**src/hdl/clamp_coast_consts.svh**
```systemverilog
// Purpose: offsets, field positions, reset values for clamp/freewheel control
// Assumes: 8-bit registers on the simple register port
// Notes: included by the package-using module, the checker and the register host
`ifndef CLAMP_COAST_CONSTS_SVH
`define CLAMP_COAST_CONSTS_SVH
`define ADDR_FW_CLAMP_CTRL 8'h18
`define ADDR_CLAMP_PLACE 8'h19
`define ADDR_CLAMP_DUR 8'h1A
`define ADDR_CLAMP_OFFSET 8'h1B
`define ADDR_TEST_ZERO 8'h1C
`define ADDR_EMB_SYNC 8'h1D
`define ADDR_PWR_CHAN 8'h1E
`define RST_FW_CLAMP_CTRL 8'h20
`define RST_CLAMP_PLACE 8'h08
`define RST_CLAMP_DUR 8'h20
`define RST_CLAMP_OFFSET 8'h5B
`define RST_TEST_ZERO 8'hFF
`define RST_EMB_SYNC 8'h78
`define RST_PWR_CHAN 8'h30
`define BIT_FW_SRC 7
`define BIT_FW_POL_OVR 6
`define BIT_FW_POL 5
`define BIT_CLAMP_SRC 4
`define BIT_CLAMP_RED 3
`define BIT_CLAMP_GRN 2
`define BIT_CLAMP_BLU 1
`define BIT_EXT_CLAMP_OVR 7
`define BIT_EXT_CLAMP_POL 6
`define BIT_AUTO_OFS_EN 5
`define BIT_MON_POL 2
`define BIT_CHAN_OVR 7
`define BIT_CHAN_SEL 6
`define AO_DIV16 4'hF
`define AO_DIV64 6'h3F
`endif

```
**src/hdl/clamp_coast_pkg.sv**
```systemverilog
// Purpose: shared types for clamp/freewheel control
// Assumes: nothing beyond SystemVerilog
// Notes: numbers live in the consts header
`default_nettype none
package clamp_coast_pkg;
  typedef enum logic [1:0] {
    AO_EVERY = 2'b00,
    AO_16 = 2'b01,
    AO_64 = 2'b10,
    AO_VSYNC = 2'b11
  } ao_rate_e;
  typedef enum logic [1:0] {
    MON_RAW_EMB = 2'b00,
    MON_RAW_HS = 2'b01,
    MON_REGEN = 2'b10,
    MON_FILT = 2'b11
  } mon_sel_e;
  typedef enum logic [1:0] {
    CL_IDLE = 2'b00,
    CL_WAIT = 2'b01,
    CL_ACTIVE = 2'b10
  } clamp_state_e;
endpackage : clamp_coast_pkg
`default_nettype wire

```
**src/hdl/clamp_coast_sync_control.sv**
```systemverilog
// Purpose: clamp/freewheel/auto-offset/sync monitor/channel control bank
// Assumes: simple register port (addr, wr, wdata, rdata) synchronous to clk_sys;
//   pixel clock treated as clk_sys, syncs synchronous; hsync inputs active high
// Notes: analog circuits sit outside; this block drives their controls
//   register port is a plain strobe port: a write lands on the edge that sees reg_wr high,
//   and a read is a combinational view of the addressed register, so no wait states exist
//   unmapped addresses ignore writes and read as zero, which keeps the decode simple
//   fixed-pattern fields are stored exactly as written; keeping them right is software's job
//   the clamp timer runs on clk_sys, which doubles as the pixel clock in this model
//   placement and duration are latched at the hsync trailing edge, so a write in the
//   middle of a line only takes effect from the next line onward
//   a placement of zero starts the clamp on the cycle right after the trailing edge
//   a duration of zero suppresses the internal clamp pulse for that line entirely
//   the auto-offset strobe is one cycle wide and registered; it marks when correction runs
//   the rate counter only counts clamp starts while auto-offset is enabled
//   disabling auto-offset clears the rate counter; a rate change alone keeps the count
//   the freewheel and clamp pin paths are combinational so the pins act with no delay
//   the sync monitor output is registered and lags its source by one cycle
//   the active channel is registered on channel_sel with the same one cycle lag
//   limitation: sync presence comes from outside; this block does not detect activity
//   limitation: polarity auto-detection is outside; its results arrive on *_pol_auto
// Operation
// - freewheel source: internal window or pin
// - freewheel polarity: auto or programmed
// - programmed polarity: 0 low, 1 high
// - clamp source: internal pulse or pin
// - per-channel clamp level: ground or midscale
// - clamp starts placement periods after hsync
// - clamp lasts duration periods, reset 32
// - external clamp polarity: auto or programmed
// - programmed clamp polarity: 0 low, 1 high
// - auto-offset enable gates correction
// - auto-offset rate: 1, 16, 64, vsync
// - slicer threshold field in upper bits
// - monitor output polarity low or high
// - monitor select routes four sync sources
// - channel override: auto or programmed
// - channel select picks channel 0 or 1
`default_nettype none
`include "clamp_coast_consts.svh"
module clamp_coast_sync_control
  import clamp_coast_pkg::*;
(
  // clock and asynchronous active-low reset
  input wire logic clk_sys,
  input wire logic reset_n,
  // register port
  input wire logic [7:0] reg_addr,
  input wire logic reg_wr,
  input wire logic [7:0] reg_wdata,
  output logic [7:0] reg_rdata,
  // sync sources of both input channels, all active high
  input wire logic horizontal_sync_ch0,
  input wire logic horizontal_sync_ch1,
  input wire logic green_embedded_sync_ch0,
  input wire logic green_embedded_sync_ch1,
  input wire logic regen_sync_ch0,
  input wire logic regen_sync_ch1,
  input wire logic filt_sync_ch0,
  input wire logic filt_sync_ch1,
  // activity flags from the sync detector, then the vsync input
  input wire logic sync_present_ch0,
  input wire logic sync_present_ch1,
  input wire logic vsync_in,
  // freewheel and external clamp sources with their detected polarities
  input wire logic fw_window_internal,
  input wire logic fw_pin,
  input wire logic fw_pol_auto,
  input wire logic ext_clamp_pin,
  input wire logic ext_clamp_pol_auto,
  // controls towards the analog front end and the sync processor
  output logic freewheel_active,
  output logic clamp_active,
  output logic [2:0] clamp_midscale,
  output logic auto_offset_strobe,
  output logic [4:0] slicer_threshold,
  output logic sync_monitor_output,
  output logic channel_sel
);

  // reset synchroniser stages
  logic rst_m_q, rst_s_q;
  // register images, one per mapped address
  logic [7:0] fwc_q, place_q, dur_q, cofs_q, test_q, emb_q, pwr_q;
  logic hs_q, vs_q, hs_fall, vs_rise;
  logic [7:0] cnt_q, place_lat_q, dur_lat_q;
  clamp_state_e st_q;
  logic [5:0] ao_cnt_q;
  logic fw_pol, cl_pol, int_clamp, ext_clamp, chan, hs_sel;
  logic mon_raw;
  mon_sel_e mon_sel;
  ao_rate_e ao_rate;

  // reset release through two flops, assertion stays asynchronous
  // only rst_s_q is used below; rst_m_q may be metastable on release
  always_ff @(posedge clk_sys or negedge reset_n) begin
    if (!reset_n) begin
      rst_m_q <= 1'b0;
      rst_s_q <= 1'b0;
    end else begin
      rst_m_q <= 1'b1;
      rst_s_q <= rst_m_q;
    end
  end

  // register writes; stored as written, software keeps the fixed patterns
  // forcing the fixed bits here would hide a software error from readback,
  // so they are kept as written and reads show what software really put there
  always_ff @(posedge clk_sys or negedge rst_s_q) begin
    if (!rst_s_q) begin
      fwc_q <= `RST_FW_CLAMP_CTRL;
      place_q <= `RST_CLAMP_PLACE;
      dur_q <= `RST_CLAMP_DUR;
      cofs_q <= `RST_CLAMP_OFFSET;
      test_q <= `RST_TEST_ZERO;
      emb_q <= `RST_EMB_SYNC;
      pwr_q <= `RST_PWR_CHAN;
    end else if (reg_wr) begin
      case (reg_addr)
        `ADDR_FW_CLAMP_CTRL: fwc_q <= reg_wdata;
        `ADDR_CLAMP_PLACE: place_q <= reg_wdata;
        `ADDR_CLAMP_DUR: dur_q <= reg_wdata;
        `ADDR_CLAMP_OFFSET: cofs_q <= reg_wdata;
        `ADDR_TEST_ZERO: test_q <= reg_wdata;
        `ADDR_EMB_SYNC: emb_q <= reg_wdata;
        `ADDR_PWR_CHAN: pwr_q <= reg_wdata;
        default: ;
      endcase
    end
  end

  // read mux; unmapped addresses read zero
  // combinational so a read needs no wait state on the port
  always_comb begin
    case (reg_addr)
      `ADDR_FW_CLAMP_CTRL: reg_rdata = fwc_q;
      `ADDR_CLAMP_PLACE: reg_rdata = place_q;
      `ADDR_CLAMP_DUR: reg_rdata = dur_q;
      `ADDR_CLAMP_OFFSET: reg_rdata = cofs_q;
      `ADDR_TEST_ZERO: reg_rdata = test_q;
      `ADDR_EMB_SYNC: reg_rdata = emb_q;
      `ADDR_PWR_CHAN: reg_rdata = pwr_q;
      default: reg_rdata = 8'h00;
    endcase
  end

  // channel choice
  // both present or override: follow the bit; else the live one, channel 0 when neither is
  always_comb begin
    if (pwr_q[`BIT_CHAN_OVR] || (sync_present_ch0 && sync_present_ch1)) begin
      chan = pwr_q[`BIT_CHAN_SEL];
    end else begin
      chan = sync_present_ch1 && !sync_present_ch0;
    end
  end
  assign hs_sel = chan ? horizontal_sync_ch1 : horizontal_sync_ch0;

  // edge detect on the active channel hsync and on vsync
  // both flops reset to the idle low level so no false edge follows reset
  // a channel switch may look like an hsync edge; the clamp just restarts
  always_ff @(posedge clk_sys or negedge rst_s_q) begin
    if (!rst_s_q) begin
      hs_q <= 1'b0;
      vs_q <= 1'b0;
    end else begin
      hs_q <= hs_sel;
      vs_q <= vsync_in;
    end
  end
  assign hs_fall = hs_q && !hs_sel;
  assign vs_rise = vsync_in && !vs_q;

  // placement then duration
  // values latched at the edge so mid-line writes do not tear the pulse
  // the wait state counts placement cycles, then the active state counts duration
  // a new trailing edge always wins over a count in progress
  // cnt_q compares against value minus one because the first cycle is count zero
  always_ff @(posedge clk_sys or negedge rst_s_q) begin
    if (!rst_s_q) begin
      st_q <= CL_IDLE;
      cnt_q <= 8'h00;
      place_lat_q <= `RST_CLAMP_PLACE;
      dur_lat_q <= `RST_CLAMP_DUR;
    end else if (hs_fall) begin
      place_lat_q <= place_q;
      dur_lat_q <= dur_q;
      cnt_q <= 8'h00;
      st_q <= (place_q == 8'h00) ? ((dur_q == 8'h00) ? CL_IDLE : CL_ACTIVE) : CL_WAIT;
    end else begin
      case (st_q)
        CL_WAIT: begin
          if (cnt_q == place_lat_q - 8'h01) begin
            cnt_q <= 8'h00;
            st_q <= (dur_lat_q == 8'h00) ? CL_IDLE : CL_ACTIVE;
          end else begin
            cnt_q <= cnt_q + 8'h01;
          end
        end
        CL_ACTIVE: begin
          if (cnt_q == dur_lat_q - 8'h01) begin
            cnt_q <= 8'h00;
            st_q <= CL_IDLE;
          end else begin
            cnt_q <= cnt_q + 8'h01;
          end
        end
        CL_IDLE: cnt_q <= 8'h00;
        default: st_q <= CL_IDLE;
      endcase
    end
  end
  assign int_clamp = (st_q == CL_ACTIVE);

  // external clamp polarity
  // the pin is normalised to active high before the source select
  assign cl_pol = cofs_q[`BIT_EXT_CLAMP_OVR] ? cofs_q[`BIT_EXT_CLAMP_POL] : ext_clamp_pol_auto;
  assign ext_clamp = cl_pol ? ext_clamp_pin : !ext_clamp_pin;
  assign clamp_active = fwc_q[`BIT_CLAMP_SRC] ? ext_clamp : int_clamp;

  assign clamp_midscale = {fwc_q[`BIT_CLAMP_RED], fwc_q[`BIT_CLAMP_GRN], fwc_q[`BIT_CLAMP_BLU]};

  // freewheel polarity
  // the programmed bit is ignored unless the override bit is set
  assign fw_pol = fwc_q[`BIT_FW_POL_OVR] ? fwc_q[`BIT_FW_POL] : fw_pol_auto;
  assign freewheel_active = fwc_q[`BIT_FW_SRC] ? (fw_pol ? fw_pin : !fw_pin) : fw_window_internal;

  // auto-offset scheduling
  // counts clamp starts; a rate change takes effect at once and does not clear the count
  // a clamp start is the rising edge of the selected clamp, internal or pin
  // the vsync rate ignores clamps and fires one cycle after each vsync rise
  // the counter is six bits wide, enough for the slowest clamp-based rate
  assign ao_rate = ao_rate_e'(cofs_q[4:3]);
  logic clamp_q, clamp_start;
  always_ff @(posedge clk_sys or negedge rst_s_q) begin
    if (!rst_s_q) begin
      clamp_q <= 1'b0;
      ao_cnt_q <= 6'h00;
      auto_offset_strobe <= 1'b0;
    end else begin
      clamp_q <= clamp_active;
      auto_offset_strobe <= 1'b0;
      if (!cofs_q[`BIT_AUTO_OFS_EN]) begin
        ao_cnt_q <= 6'h00;
      end else begin
        case (ao_rate)
          AO_EVERY: auto_offset_strobe <= clamp_start;
          AO_16: begin
            if (clamp_start) begin
              auto_offset_strobe <= (ao_cnt_q[3:0] == `AO_DIV16);
              ao_cnt_q <= {2'b00, ao_cnt_q[3:0] + 4'h1};
            end
          end
          AO_64: begin
            if (clamp_start) begin
              auto_offset_strobe <= (ao_cnt_q == `AO_DIV64);
              ao_cnt_q <= ao_cnt_q + 6'h01;
            end
          end
          AO_VSYNC: auto_offset_strobe <= vs_rise;
          default: auto_offset_strobe <= 1'b0;
        endcase
      end
    end
  end
  assign clamp_start = clamp_active && !clamp_q;

  assign slicer_threshold = emb_q[7:3];

  // monitor source from active channel
  // the raw hsync choice reuses the channel mux of the clamp timer
  assign mon_sel = mon_sel_e'(emb_q[1:0]);
  always_comb begin
    case (mon_sel)
      MON_RAW_EMB: mon_raw = chan ? green_embedded_sync_ch1 : green_embedded_sync_ch0;
      MON_RAW_HS: mon_raw = hs_sel;
      MON_REGEN: mon_raw = chan ? regen_sync_ch1 : regen_sync_ch0;
      MON_FILT: mon_raw = chan ? filt_sync_ch1 : filt_sync_ch0;
      default: mon_raw = 1'b0;
    endcase
  end

  // monitor polarity, registered data output
  // reset level is one: idle low source seen through the default active-low setting
  always_ff @(posedge clk_sys or negedge rst_s_q) begin
    if (!rst_s_q) begin
      sync_monitor_output <= 1'b1;
      channel_sel <= 1'b0;
    end else begin
      sync_monitor_output <= emb_q[`BIT_MON_POL] ? mon_raw : !mon_raw;
      channel_sel <= chan;
    end
  end

endmodule // clamp_coast_sync_control
`default_nettype wire

```
**config.mk**
```make
export PLATFORM = sky130hd
export DESIGN_NAME = clamp_coast_sync_control
export DESIGN_NICKNAME = d
export VERILOG_FILES = /design/src/hdl/clamp_coast_pkg.sv /design/src/hdl/clamp_coast_sync_control.sv
export VERILOG_INCLUDE_DIRS = /design/src /design/src/hdl
export SDC_FILE = /design/constraint.sdc
export NUM_CORES = 1
export LEC_CHECK = 0
export ABC_AREA = 0
export BUFFER_PORTS_ARGS = -buffer_cell sky130_fd_sc_hd__buf_2
export CAP_MARGIN = 20
export CELL_PAD_IN_SITES_DETAIL_PLACEMENT = 1
export CELL_PAD_IN_SITES_GLOBAL_PLACEMENT = 1
export CORE_MARGIN = 4
export CORE_UTILIZATION = 50
export CTS_CLUSTER_DIAMETER = 200
export DETAILED_ROUTE_END_ITERATION = 12
export PLACE_DENSITY = 0.84
export SLEW_MARGIN = 20
export SYNTH_ARGS = -nofsm -noshare
export SYNTH_HDL_FRONTEND = slang
export SYNTH_SLANG_ARGS = --single-unit
```
**constraint.sdc**
```tcl
create_clock -name clk_sys -period 7.3 [get_ports clk_sys]
set_input_delay 2.19 -clock clk_sys [delete_from_list [all_inputs] [get_ports clk_sys]]
set_output_delay 2.19 -clock clk_sys [all_outputs]
set_load 0.03 [all_outputs]
```
Word-level counts from Yosys, hierarchy flattened
Cells that the tools add are included.
{"block": "word_totals", "wordCells": 112, "in_bits": 35, "register_bits": 96, "output_inout_bits": 21}
{"block": "op_classes", "n_eq_ne": 25, "n_addsub": 5, "muxes": 33, "reduce_logical": 29}
{"cell": "== test 8 x 5 -> 1 bit, second input constant", "n": 7}
{"cell": "one-hot mux 8 bit (7 select lines)", "n": 1}
{"cell": "zero test 8 bit", "n": 3}
{"cell": "2-to-1 mux 8 bit", "n": 3}
{"cell": "one-hot mux 8 bit (3 select lines)", "n": 1}
{"cell": "2-to-1 mux 6 bit", "n": 3}
{"cell": "== test 8 bit", "n": 2}
{"cell": "subtractor 8 x 1 -> 8 bit, second input constant", "n": 2}
{"cell": "2-to-1 mux 1 bit", "n": 15}
{"cell": "AND reduction 2 bit", "n": 7}
{"cell": "2-to-1 mux 2 bit", "n": 6}
{"cell": "one-hot mux 6 bit (2 select lines)", "n": 1}
{"cell": "== test 2 bit, second input constant", "n": 5}
{"cell": "!= test 3 bit, second input constant", "n": 3}
{"cell": "adder 8 x 1 -> 8 bit, second input constant", "n": 1}
{"cell": "one-hot mux 1 bit (4 select lines)", "n": 2}
{"cell": "zero test 1 bit", "n": 7}
{"cell": "adder 6 x 1 -> 6 bit, second input constant", "n": 1}
{"cell": "== test 2 x 1 -> 1 bit, second input constant", "n": 3}
{"cell": "== test 6 bit, second input constant", "n": 1}
{"cell": "zero test 2 bit", "n": 3}
{"cell": "one-hot mux 2 bit (3 select lines)", "n": 1}
{"cell": "AND reduction 3 bit", "n": 2}
{"cell": "logical AND 1 bit", "n": 5}
{"cell": "other kinds (7)", "n": 7}

Logic depth before layout (Yosys ltp)
Gate-level depths: netlist of run 1.
{"block": "logic_depth", "word_depth": 8, "ltp_mapped": 9, "mapped_depth_nobuf": 9}

Worst setup path before layout of run 1
No wires, ideal clock.
{"block": "synth_path", "kind": "in2out", "from": "input port reg_addr[5]", "to": "output port reg_rdata[0]", "arrival_time_ns": 3.512, "setup_slack_ns": 1.598, "path_stages": 5, "n_path_buf": 0, "required_ns": 5.110, "path_cell_list": "nor4b_1 nand3b_1 nor2_1 a22oi_1 nand3_1"}
{"block": "synth_between", "elab_chain_len": 2, "elab_cells_between_ends": 8, "cone_classes": "eq/ne: 7; mux: 1"}
{"item": "start: declaration", "line": "clamp_coast_sync_control.sv:48", "rtl": "input wire logic [7:0] reg_addr,"}
{"item": "== test 8 x 5 -> 1 bit", "line": "clamp_coast_sync_control.sv:135", "rtl": "case (reg_addr)"}
{"item": "one-hot mux 8 bit (7 select lines) (*)", "line": "clamp_coast_sync_control.sv:135"}
{"item": "end: declaration", "line": "clamp_coast_sync_control.sv:51", "rtl": "output logic [7:0] reg_rdata,"}
Every way passes the cells marked *; elsewhere a longest branch is shown, timed or not.

Final worst setup path of run 1
{"block": "layout_path", "from": "input port reg_addr[5]", "to": "output port reg_rdata[3]"}
Same word-level chain as after synthesis.

==> results.md, run 1 <==
- Post_cts resized: 0
- Multi-input gate area: 2460 um2
- Rel. slew slack: between 30% and 40%
- #FFs+latches synth: 96
- Area grow syn2layout: 10.3%
- Initial antenna violation count: 0
- Post-Synth XOR/XNOR Area: under 10%
- Die width: 108 um
- CP Capture Type: output pin
- Clock root cell: clkbuf_8
- Fillers: 1072
- Most frequent cells after synthesis: dfrtp_1 (71), mux2_2 (69), nand2_1 (44)
- Drc violations: 0
- Clock Latency Late Sink: ~360 ps
- Vias in the first global route: approximately 4100
- Layout Nets: ~540
- Simple-gate portion of the synthesized area: 15.0%
- CTS Buf Count: 9
- Largest area contributor in the netlist: dfrtp_1
- Clk_skew: 17.7 ps
- CP Class: in -> out
- Worst r2r src: pwr_q[6]
- Starting Density: approximately 52%
- Full die area: 11700 um2
- Final Routed Wirelength: 13200 um
- CTS Hold Bufs: 0
- Yosys cell types: 55
- YS warnings: 0
- Worst reg2reg path depth: 6
- Syn Area/Cell: 11.2 um2
- Clock Sinks: 96
- Mapped Cells: 451
- Seq. cell area: 2440 um2
- Crit path launch type: input pin
- GPL Wtd Cong: 0.864
- Drt pass-1 iters: 6
- Core area: 9770 um2
- Total grt overflow: 0
- Post-Syn Area: 5030 um2
- RSZ-0062 raised after global routing: no
- Largest family of logic cells by synthesized area: multiplexers
- Total Routing Usage GR: about a quarter
- R2R setup slack: about 4600 ps
- Avg Vias per Cell: 5.95
- Max Cap Violations: 0
- Post-synth EDFFs: 0
- Post-CTS setup repair buffer count: 0
- DR vias: 3787
- Antenna Cells: 0
- Final Core Density: roughly 57%
- Final Hold Vio Count: 0
- Synth top area share: 35.3%
- Reg-to-reg endpoint: cnt_q[2]
- PortBufs: 55
- Routed WL per cell: roughly 21 um
- Largest net degree at the start of global routing: 68
- Share of flip-flops with an asynchronous set or reset: 100%
- Status: finished clean
- Post-Synth Adder-Cell Area: 2.24%
- VDD IR max: 0.139 mV
- # H-tree levels: 3
- I/O pin total: 56
- Leakage: approximately 2.6 nW
- First-pass GRT wire length: 21600 um
- Synth Area in Compound Gates: between 10 and 15%
- Post-Syn Nets: 495
- Maximum fanout along the worst path: 8
- Clock slew at reported path FFs: 100 ps
- Critical Path AT: 4050 ps
- Iteration-0 DRC Markers: 260
- Longest Clk Path Bufs: 2
- Sum of negative setup slack: 0 ps
- Commonest register cell after synthesis: dfrtp_1
- Hold crit path type: reg -> async
- Layout cells sized above 1: 35.8%
- Most frequent cell after synthesis: dfrtp_1
- Final worst path period share: 85.5%
- Synth area leaders: dfrtp_1 (35%), mux2_2 (15%), dfstp_2 (13%)
- Die H: roughly 110 um
- Worst Path Required: between 5000 and 6000 ps
- DP HPWL: 9940 um
- Part of the Yosys area used for sequential elements: 48.3%
- Final Setup Violations: 0
- Post-synthesis mux area share: 17.1%
- Max-slew violations: 0
- CTS tree: done
- Final antenna-violating net count: 0
- Final Critical Period: 6240 ps
- Power per cell area: 202 nW/um2
- Worst-margin pin slew: approximately 1000 ps
- Fmax: 0.160 GHz
- Std-Cell Rows: 36
## kinds of logic (layout without fill, tap and decap cells)
group                    count (synthesis)  after routing
adder cells (fa/ha/maj)                  9              9
flip-flops                              96             96
buffers and inverters                   28             80
XOR/XNOR                                25             25
AND/OR/NAND/NOR                        142            142
other                                    1              1
multiplexers                            76             76
AO/OA/AOI/OAI                           74             74
## layout by cell type (no fill, tap or decap), drive strengths merged, types with 7 or more instances in the layout
master / instances
nor4: 7
o21ai: 11
and2: 10
inv: 11
dfstp: 25
dfrtp: 71
a222oi: 7
nor3: 7
nand2b: 7
xnor2: 19
nor2: 25
a21oi: 15
clkbuf: 11
mux2: 69
nand2: 44
ha: 9
nand3: 14
a22oi: 14
buf: 56
## report_power, final
part	internal [mW]	leakage, nW	total, mW	switching, mW
sequential	0.569	1.23	0.613	0.0446
clock	0.129	0.0849	0.321	0.192
combinational	0.0845	1.28	0.186	0.101
total	0.782	2.60	1.12	0.338
## critical path: stages
cell	delay [ps]
buf_2	100
nor4b_1	400
nand3_1	230
nor2_1	540
a222oi_1	260
nand3_1	120
buf_2	200
## area by class of cell
class / count / share of cell area, %
tap: 133 / 3.00
clock inverter: 5 / 0.766
multi-input combinational: 327 / 44.4
clock buffer: 11 / 2.37
timing repair buffer: 56 / 5.09
sequential: 96 / 43.9
inverter: 8 / 0.541
## worst max path at each step
stage                     start      endpoint  slack, ps
floorplan           reg_addr[5]  reg_rdata[0]       1600
global placement    reg_addr[5]  reg_rdata[7]       1190
detailed placement  reg_addr[5]  reg_rdata[7]       1090
CTS                 reg_addr[5]  reg_rdata[7]       1070
global route        reg_addr[5]  reg_rdata[7]        990
finish              reg_addr[5]  reg_rdata[3]       1060
## metal layers
metal	share of wire (%)	vias to the layer above	GRT usage, %
met5	0	-	0
met4	2.8	0	8.30
met3	4.7	29	4.78
met2	51	119	41.1
met1	41	1911	29.6
li1	-	1728	-
## sequential cells by signal, summed over array words and instances (netlist names)
| register | flops |
|---|---|
| hs_q | 1 |
| emb_q | 8 |
| channel_sel | 1 |
| ao_cnt_q | 6 |
| vs_q | 1 |
| clamp_q | 1 |
| auto_offset_strobe | 1 |
| cnt_q | 8 |
| dur_lat_q | 8 |
| sync_monitor_output | 1 |
| cofs_q | 8 |
| rst_m_q | 1 |
| fwc_q | 8 |
| place_lat_q | 8 |
| place_q | 8 |
| dur_q | 8 |
| test_q | 8 |
| rst_s_q | 1 |
| pwr_q | 8 |
| st_q | 2 |
## stage by stage
step,setup WS [ps],hold WS [ps],total power [mW],instance area [um2],instances
floorplan,1600,331,0.747,5030,451
global placement,1190,246,0.797,5380,620
detailed placement,1090,252,0.809,5380,620
CTS,1070,262,1.13,5550,636
global route,987,279,1.18,5550,636
finish,1060,250,1.12,5550,636
No activity file was read; power rests on OpenSTA's default activity.
==> inputs of run 2 (changes only) <==
--- a/config.mk
+++ b/config.mk
@@ -7,7 +7,7 @@
 export NUM_CORES = 1
 export LEC_CHECK = 0
 export ABC_AREA = 0
-export BUFFER_PORTS_ARGS = -buffer_cell sky130_fd_sc_hd__buf_2
+export BUFFER_PORTS_ARGS = -buffer_cell sky130_fd_sc_hd__buf_4
 export CAP_MARGIN = 20
 export CELL_PAD_IN_SITES_DETAIL_PLACEMENT = 1
 export CELL_PAD_IN_SITES_GLOBAL_PLACEMENT = 1
==> run 2 against run 1 <==
Effect of this change: die area stayed put; fmax down 1.9%; worst setup slack worse by 120 ps; critical path depth is the same; sequential power about the same; wire length rose by 1.7%; flip-flop and latch count stayed put; non-clock buffer count unchanged; cell area grew 2.7%; critical path type unchanged; largest cell class unchanged.
==> results.md, run 2 (synthesis gave the netlist of run 1 again) <==
- Starting Density: 51.5% (unchanged)
- Clock slew at reported path FFs: 100 ps (about the same)
- Comb power frac: 17.0% (+0.4 points)
- CP Capture Type: output pin
- CTS Hold Bufs: 0 (unchanged)
- Total Routing Usage GR: 24.1% (+0.32 points)
- Vias in the first global route: 4002 (-3.2%)
- Worst Path Required: 5110 ps (about the same)
- Final Critical Period: 6370 ps (+122 ps)
- Rel. slew slack: 33.0% (+1.9 points)
- Commonest non-fill, non-tap cell in the layout: dfrtp_1
- Full die area: 11700 um2 (unchanged)
- Std-Cell Rows: 36 (unchanged)
- DP HPWL: 9910 um (-0.34%)
- Max Cap Violations: 0 (unchanged)
- Largest net degree at the start of global routing: 83 (+22%)
- Avg Vias per Cell: 6.04 (+1.5%)
- Routed WL per cell: 21.2 um (+1.7%)
- Final Routed Wirelength: 13500 um (+1.7%)
- Multi-input gate area: 2460 um2 (unchanged)
- Final Hold Vio Count: 0 (unchanged)
- Iteration-0 DRC Markers: 257 (-1.2%)
- Pre-CTS setup slack: 1080 ps (-16.6 ps)
- PortBufs: 55 (unchanged)
- Worst-margin pin slew: 1010 ps (-28.3 ps)
- VDD IR max: 0.107 mV (-23%)
- Final worst path period share: 87.2% (+1.7 points)
- I/O pin total: 56 (unchanged)
- Leakage: 2.64 nW (+1.6%)
- Fmax: 0.157 GHz (-1.9%)
- Maximum fanout along the worst path: 8 (unchanged)
- Slack of the critical path: 935 ps (-122 ps)
- Antenna Cells: 0 (unchanged)
- Core area: 9770 um2 (unchanged)
- Initial antenna violation count: 0 (unchanged)
- CTS Buf Count: 9 (unchanged)
- Drc violations: 0 (unchanged)
- Sw Pwr: 0.358 mW (+5.9%)
- DR vias: 3842 (+1.5%)
- Total grt overflow: 0 (unchanged)
- Drt pass-1 iters: 7 (+1)
- Clock Sinks: 96 (unchanged)
- Most frequent cells in the layout: dfrtp_1 (70), mux2_2 (69), buf_4 (55)
- # H-tree levels: 3 (unchanged)
- Die H: 108 um (unchanged)
- Clock power frac: 29.8% (+1.1 points)
- RSZ-0062 raised after global routing: no
- Crit path launch type: input pin
- CTS tree: done
- Seq. cell area: 2440 um2 (unchanged)
- Post-CTS setup repair buffer count: 0 (unchanged)
- Status: finished clean
- Longest Clk Path Bufs: 2 (unchanged)
- Clk_skew: 12.6 ps (-5.12 ps)
- Clock root cell: clkbuf_8
- Fillers: 1082 (+0.93%)
- Hold crit path type: reg -> async
- Power per cell area: 202 nW/um2 (about the same)
- Register share of total power: 53.2% (-1.6 points)
- Switch share: 31.1% (+0.94 points)
- Sum of negative setup slack: 0 ps (unchanged)
- Layout Nets: 542 (unchanged)
- Layout cells sized above 1: 36.2% (+0.40 points)
- Max-slew violations: 0 (unchanged)
- Post_cts resized: 0 (unchanged)
- Clock Latency Late Sink: 370 ps (about the same)
- Internal Power: 0.793 mW (+1.4%)
- Final Setup Violations: 0 (unchanged)
- Final antenna-violating net count: 0 (unchanged)
- Area grow syn2layout: 13.3%
- Final Core Density: 58.4% (+1.6 points)
- Critical Path AT: 4180 ps (+130 ps)
- CP Class: in -> out
- First-pass GRT wire length: 21600 um (+0.32%)
- GPL Wtd Cong: 0.860 (-0.43%)
- Die width: 108 um (unchanged)
run 2: worst max-delay path, cell delays in order:
cell and delay (ps):
buf_4 110, nor4b_1 430, nand3b_1 280, nor2_1 570
a22oi_1 200, nand3_1 200, buf_4 190
run 2: metrics by stage:
stage | std cells | power (mW) | instance area [um2] | hold WS [ps]
after detailed placement | 620 | 0.816 | 5520 | 170
after global placement | 620 | 0.805 | 5520 | 171
after floorplan | 451 | 0.747 | 5030 | 331
final | 636 | 1.15 | 5710 | 180
after CTS | 636 | 1.16 | 5700 | 180
after global routing | 636 | 1.20 | 5710 | 194
run 2: power by group through the flow:
| stage | Combinational [mW] | Sequential (mW) | Clock (mW) |
|---|---|---|---|
| final | 0.195 | 0.612 | 0.343 |
| after floorplan | 0.135 | 0.612 | 0 |
| after detailed placement | 0.194 | 0.621 | 0 |
| after global placement | 0.186 | 0.619 | 0 |
| after global routing | 0.214 | 0.618 | 0.369 |
| after CTS | 0.197 | 0.612 | 0.349 |
run 2: layout make-up:
cell class	instances	area share, %
clock buffer	9	2.17
multi-input combinational	327	43.2
inverter	8	0.526
tap	133	2.92
clock inverter	7	1.07
timing repair buffer	56	7.43
sequential	96	42.7
run 2: final timing paths:
path,start,end,slack (ps),cells after the start
worst max register to register,pwr_q[6],cnt_q[4],4650,6
min in group clk_sys,rst_m_q,rst_s_q,370,0
worst min-delay path,rst_s_q,channel_sel,180,0
worst min register to register,rst_s_q,channel_sel,180,0
max in group asynchronous,reset_n,rst_s_q,5630,1
worst max-delay path,reg_addr[5],reg_rdata[3],930,7
run 2: routing by layer:
metal	track usage, %	wire length [um]	vias to the layer above	share of wire (%)
li1	-	-	1727	-
met1	31.4	5550	1965	41
met2	41.6	6980	127	52
met3	4.00	678	23	5.0
met4	6.58	257	0	1.9
met5	0	0	-	0
==> inputs of run 3 (changes only) <==
--- a/config.mk
+++ b/config.mk
@@ -8,14 +8,13 @@
 export LEC_CHECK = 0
 export ABC_AREA = 0
 export BUFFER_PORTS_ARGS = -buffer_cell sky130_fd_sc_hd__buf_4
-export CAP_MARGIN = 20
 export CELL_PAD_IN_SITES_DETAIL_PLACEMENT = 1
 export CELL_PAD_IN_SITES_GLOBAL_PLACEMENT = 1
 export CORE_MARGIN = 4
 export CORE_UTILIZATION = 50
 export CTS_CLUSTER_DIAMETER = 200
 export DETAILED_ROUTE_END_ITERATION = 12
-export PLACE_DENSITY = 0.84
+export PLACE_DENSITY_LB_ADDON = 0.3
 export SLEW_MARGIN = 20
 export SYNTH_ARGS = -nofsm -noshare
 export SYNTH_HDL_FRONTEND = slang
==> run 3 against run 2 <==
Effect of this change: sequential share of layout area is essentially flat; worst setup slack gained 140 ps; clock-buffer cell count grew 3; power shrank 0.34%; sequential power is essentially flat; via count shrank 2.2%.
==> results.md, run 3 (synthesis gave the netlist of run 1 again) <==
- Status: finished clean
- Post-layout instance count excluding filler cells: 636 (unchanged)
- CTS Buf Count: 9 (unchanged)
- Die width: 108 um (unchanged)
- Final worst path period share: 85.3% (-1.9 points)
- CP bufs+invs: 2 (unchanged)
- Sum of negative setup slack: 0 ps (unchanged)
- Slack of the critical path: 1070 ps (+138 ps)
- Clk_skew: 13.5 ps (+0.894 ps)
- CTS Hold Bufs: 0 (unchanged)
- Final antenna-violating net count: 0 (unchanged)
- VDD IR max: 0.144 mV (+35%)
- Antenna Cells: 0 (unchanged)
- Max-slew violations: 0 (unchanged)
- Largest net degree at the start of global routing: 70 (-16%)
- Final Setup Violations: 0 (unchanged)
- Total Routing Usage GR: 24.4% (+0.32 points)
- Initial antenna violation count: 0 (unchanged)
- Clock power frac: 29.6% (-0.2 points)
- Crit path launch type: input pin
- Clock Sinks: 96 (unchanged)
- Worst-margin pin slew: 976 ps (-29.3 ps)
- Clock Latency Late Sink: 360 ps (about the same)
- Power per cell area: 201 nW/um2 (-0.23%)
- Comb power frac: 16.9% (about the same)
- Hold crit path type: reg -> async
- Iteration-0 DRC Markers: 181 (-30%)
- Delay of the slowest critical-path stage: 540 ps (-30 ps)
- Core area: 9770 um2 (unchanged)
- Layout cells sized above 1: 36.0% (-0.20 points)
- Maximum fanout along the worst path: 8 (unchanged)
- Drt pass-1 iters: 6 (-1)
- Rel. slew slack: 34.9% (+2.0 points)
- Total grt overflow: 0 (unchanged)
- Final Routed Wirelength: 13300 um (-1.2%)
- CP Capture Type: output pin
- Switch share: 29.8% (-1.3 points)
- I/O pin total: 56 (unchanged)
- DP HPWL: 10100 um (+1.5%)
- Longest Clk Path Bufs: 2 (unchanged)
- Critical Path AT: 4040 ps (-140 ps)
- Worst Path Required: 5110 ps (about the same)
- DR vias: 3758 (-2.2%)
- Area grow syn2layout: 13.2%
- Layout Nets: 542 (unchanged)
- RSZ-0062 raised after global routing: no
- Vias in the first global route: 4036 (+0.85%)
- First-pass GRT wire length: 22000 um (+1.6%)
- Routed WL per cell: 20.9 um (-1.2%)
- Post-CTS setup repair buffer count: 0 (unchanged)
- Most frequent cells in the layout: dfrtp_1 (70), mux2_2 (69), buf_4 (56)
- Register share of total power: 53.5% (+0.3 points)
- Final Hold Vio Count: 0 (unchanged)
- CP delay by family, top: simple AND/OR/NAND/NOR gates
- Commonest non-fill, non-tap cell in the layout: dfrtp_1
- Post-Place Cells: 620 (unchanged)
- CP Class: in -> out
- Clock root cell: clkbuf_8
- Full die area: 11700 um2 (unchanged)
- Clock slew at reported path FFs: 100 ps (about the same)
- Fillers: 1085 (+0.28%)
- Fmax: 0.161 GHz (+2.2%)
- Internal Power: 0.805 mW (+1.6%)
- Die H: 108 um (unchanged)
- Avg Vias per Cell: 5.91 (-2.2%)
- Final Critical Period: 6230 ps (-138 ps)
- Std-Cell Rows: 36 (unchanged)
- Max Cap Violations: 0 (unchanged)
- Post_cts resized: 0 (unchanged)
- GPL Wtd Cong: 0.874 (+1.7%)
- Worst-path cell chain: buf_4 -> nor4b_1 -> nand3_1 -> nor2_1 -> a222oi_1 -> nand3_1 -> buf_4
- Pre-CTS setup slack: 1140 ps (+66.6 ps)
- # H-tree levels: 3 (unchanged)
- Starting Density: 51.5% (unchanged)
- Multi-input gate area: 2460 um2 (unchanged)
- Leakage: 2.64 nW (about the same)
- Seq. cell area: 2440 um2 (unchanged)
- Drc violations: 0 (unchanged)
- Pwr Total: 1.15 mW (-0.34%)
- Sw Pwr: 0.342 mW (-4.6%)
- CTS tree: done
- PortBufs: 55 (unchanged)
- Slowest cell on the critical path: nor2_1
-- run 3: cell count changes in the layout (fill, tap and decap cells not counted), sizes merged --
cell / change
clkbuf: +3
inv: -3
clkinvlp: -1
clkinv: +1
-- run 3: metal layers --
layer | vias up | track usage (%) | part of all wire [%]
li1 | 1723 | - | -
met1 | 1938 | 32.1 | 44
met2 | 83 | 41.4 | 52
met3 | 14 | 3.82 | 3.0
met4 | 0 | 7.94 | 1.5
met5 | - | 0 | 0
-- run 3: final timing paths --
check	startpoint	end	slack, ps	depth (start not counted)
min in group clk_sys	rst_m_q	rst_s_q	370	0
min	rst_s_q	hs_q	240	0
min reg2reg	rst_s_q	hs_q	240	0
max	reg_addr[5]	reg_rdata[6]	1070	7
max in group asynchronous	reset_n	rst_s_q	5620	1
max reg2reg	pwr_q[6]	cnt_q[4]	4610	6
-- run 3: through the flow --
step	instance area (um2)	hold WS [ps]	util (%)
3_5_place_dp	5520	246	56.5
5_1_grt	5700	265	58.3
6_report	5700	237	58.3
4_1_cts	5700	251	58.3
3_3_place_gp	5520	233	56.5
2_1_floorplan	5030	331	-
-- run 3: power by group through the flow --
stage	Sequential [mW]	Combinational (mW)	Clock, mW
global placement	0.621	0.185	0
global route	0.619	0.217	0.366
floorplan	0.612	0.135	0
CTS	0.613	0.196	0.344
finish	0.613	0.194	0.340
detailed placement	0.623	0.195	0
-- run 3: layout make-up --
class	count	area share, %
Multi-Input combinational cell	327	43.2
Sequential cell	96	42.8
Timing Repair Buffer	56	7.37
Tap cell	133	2.92
Clock buffer	12	2.72
Inverter	8	0.527
Clock inverter	4	0.483
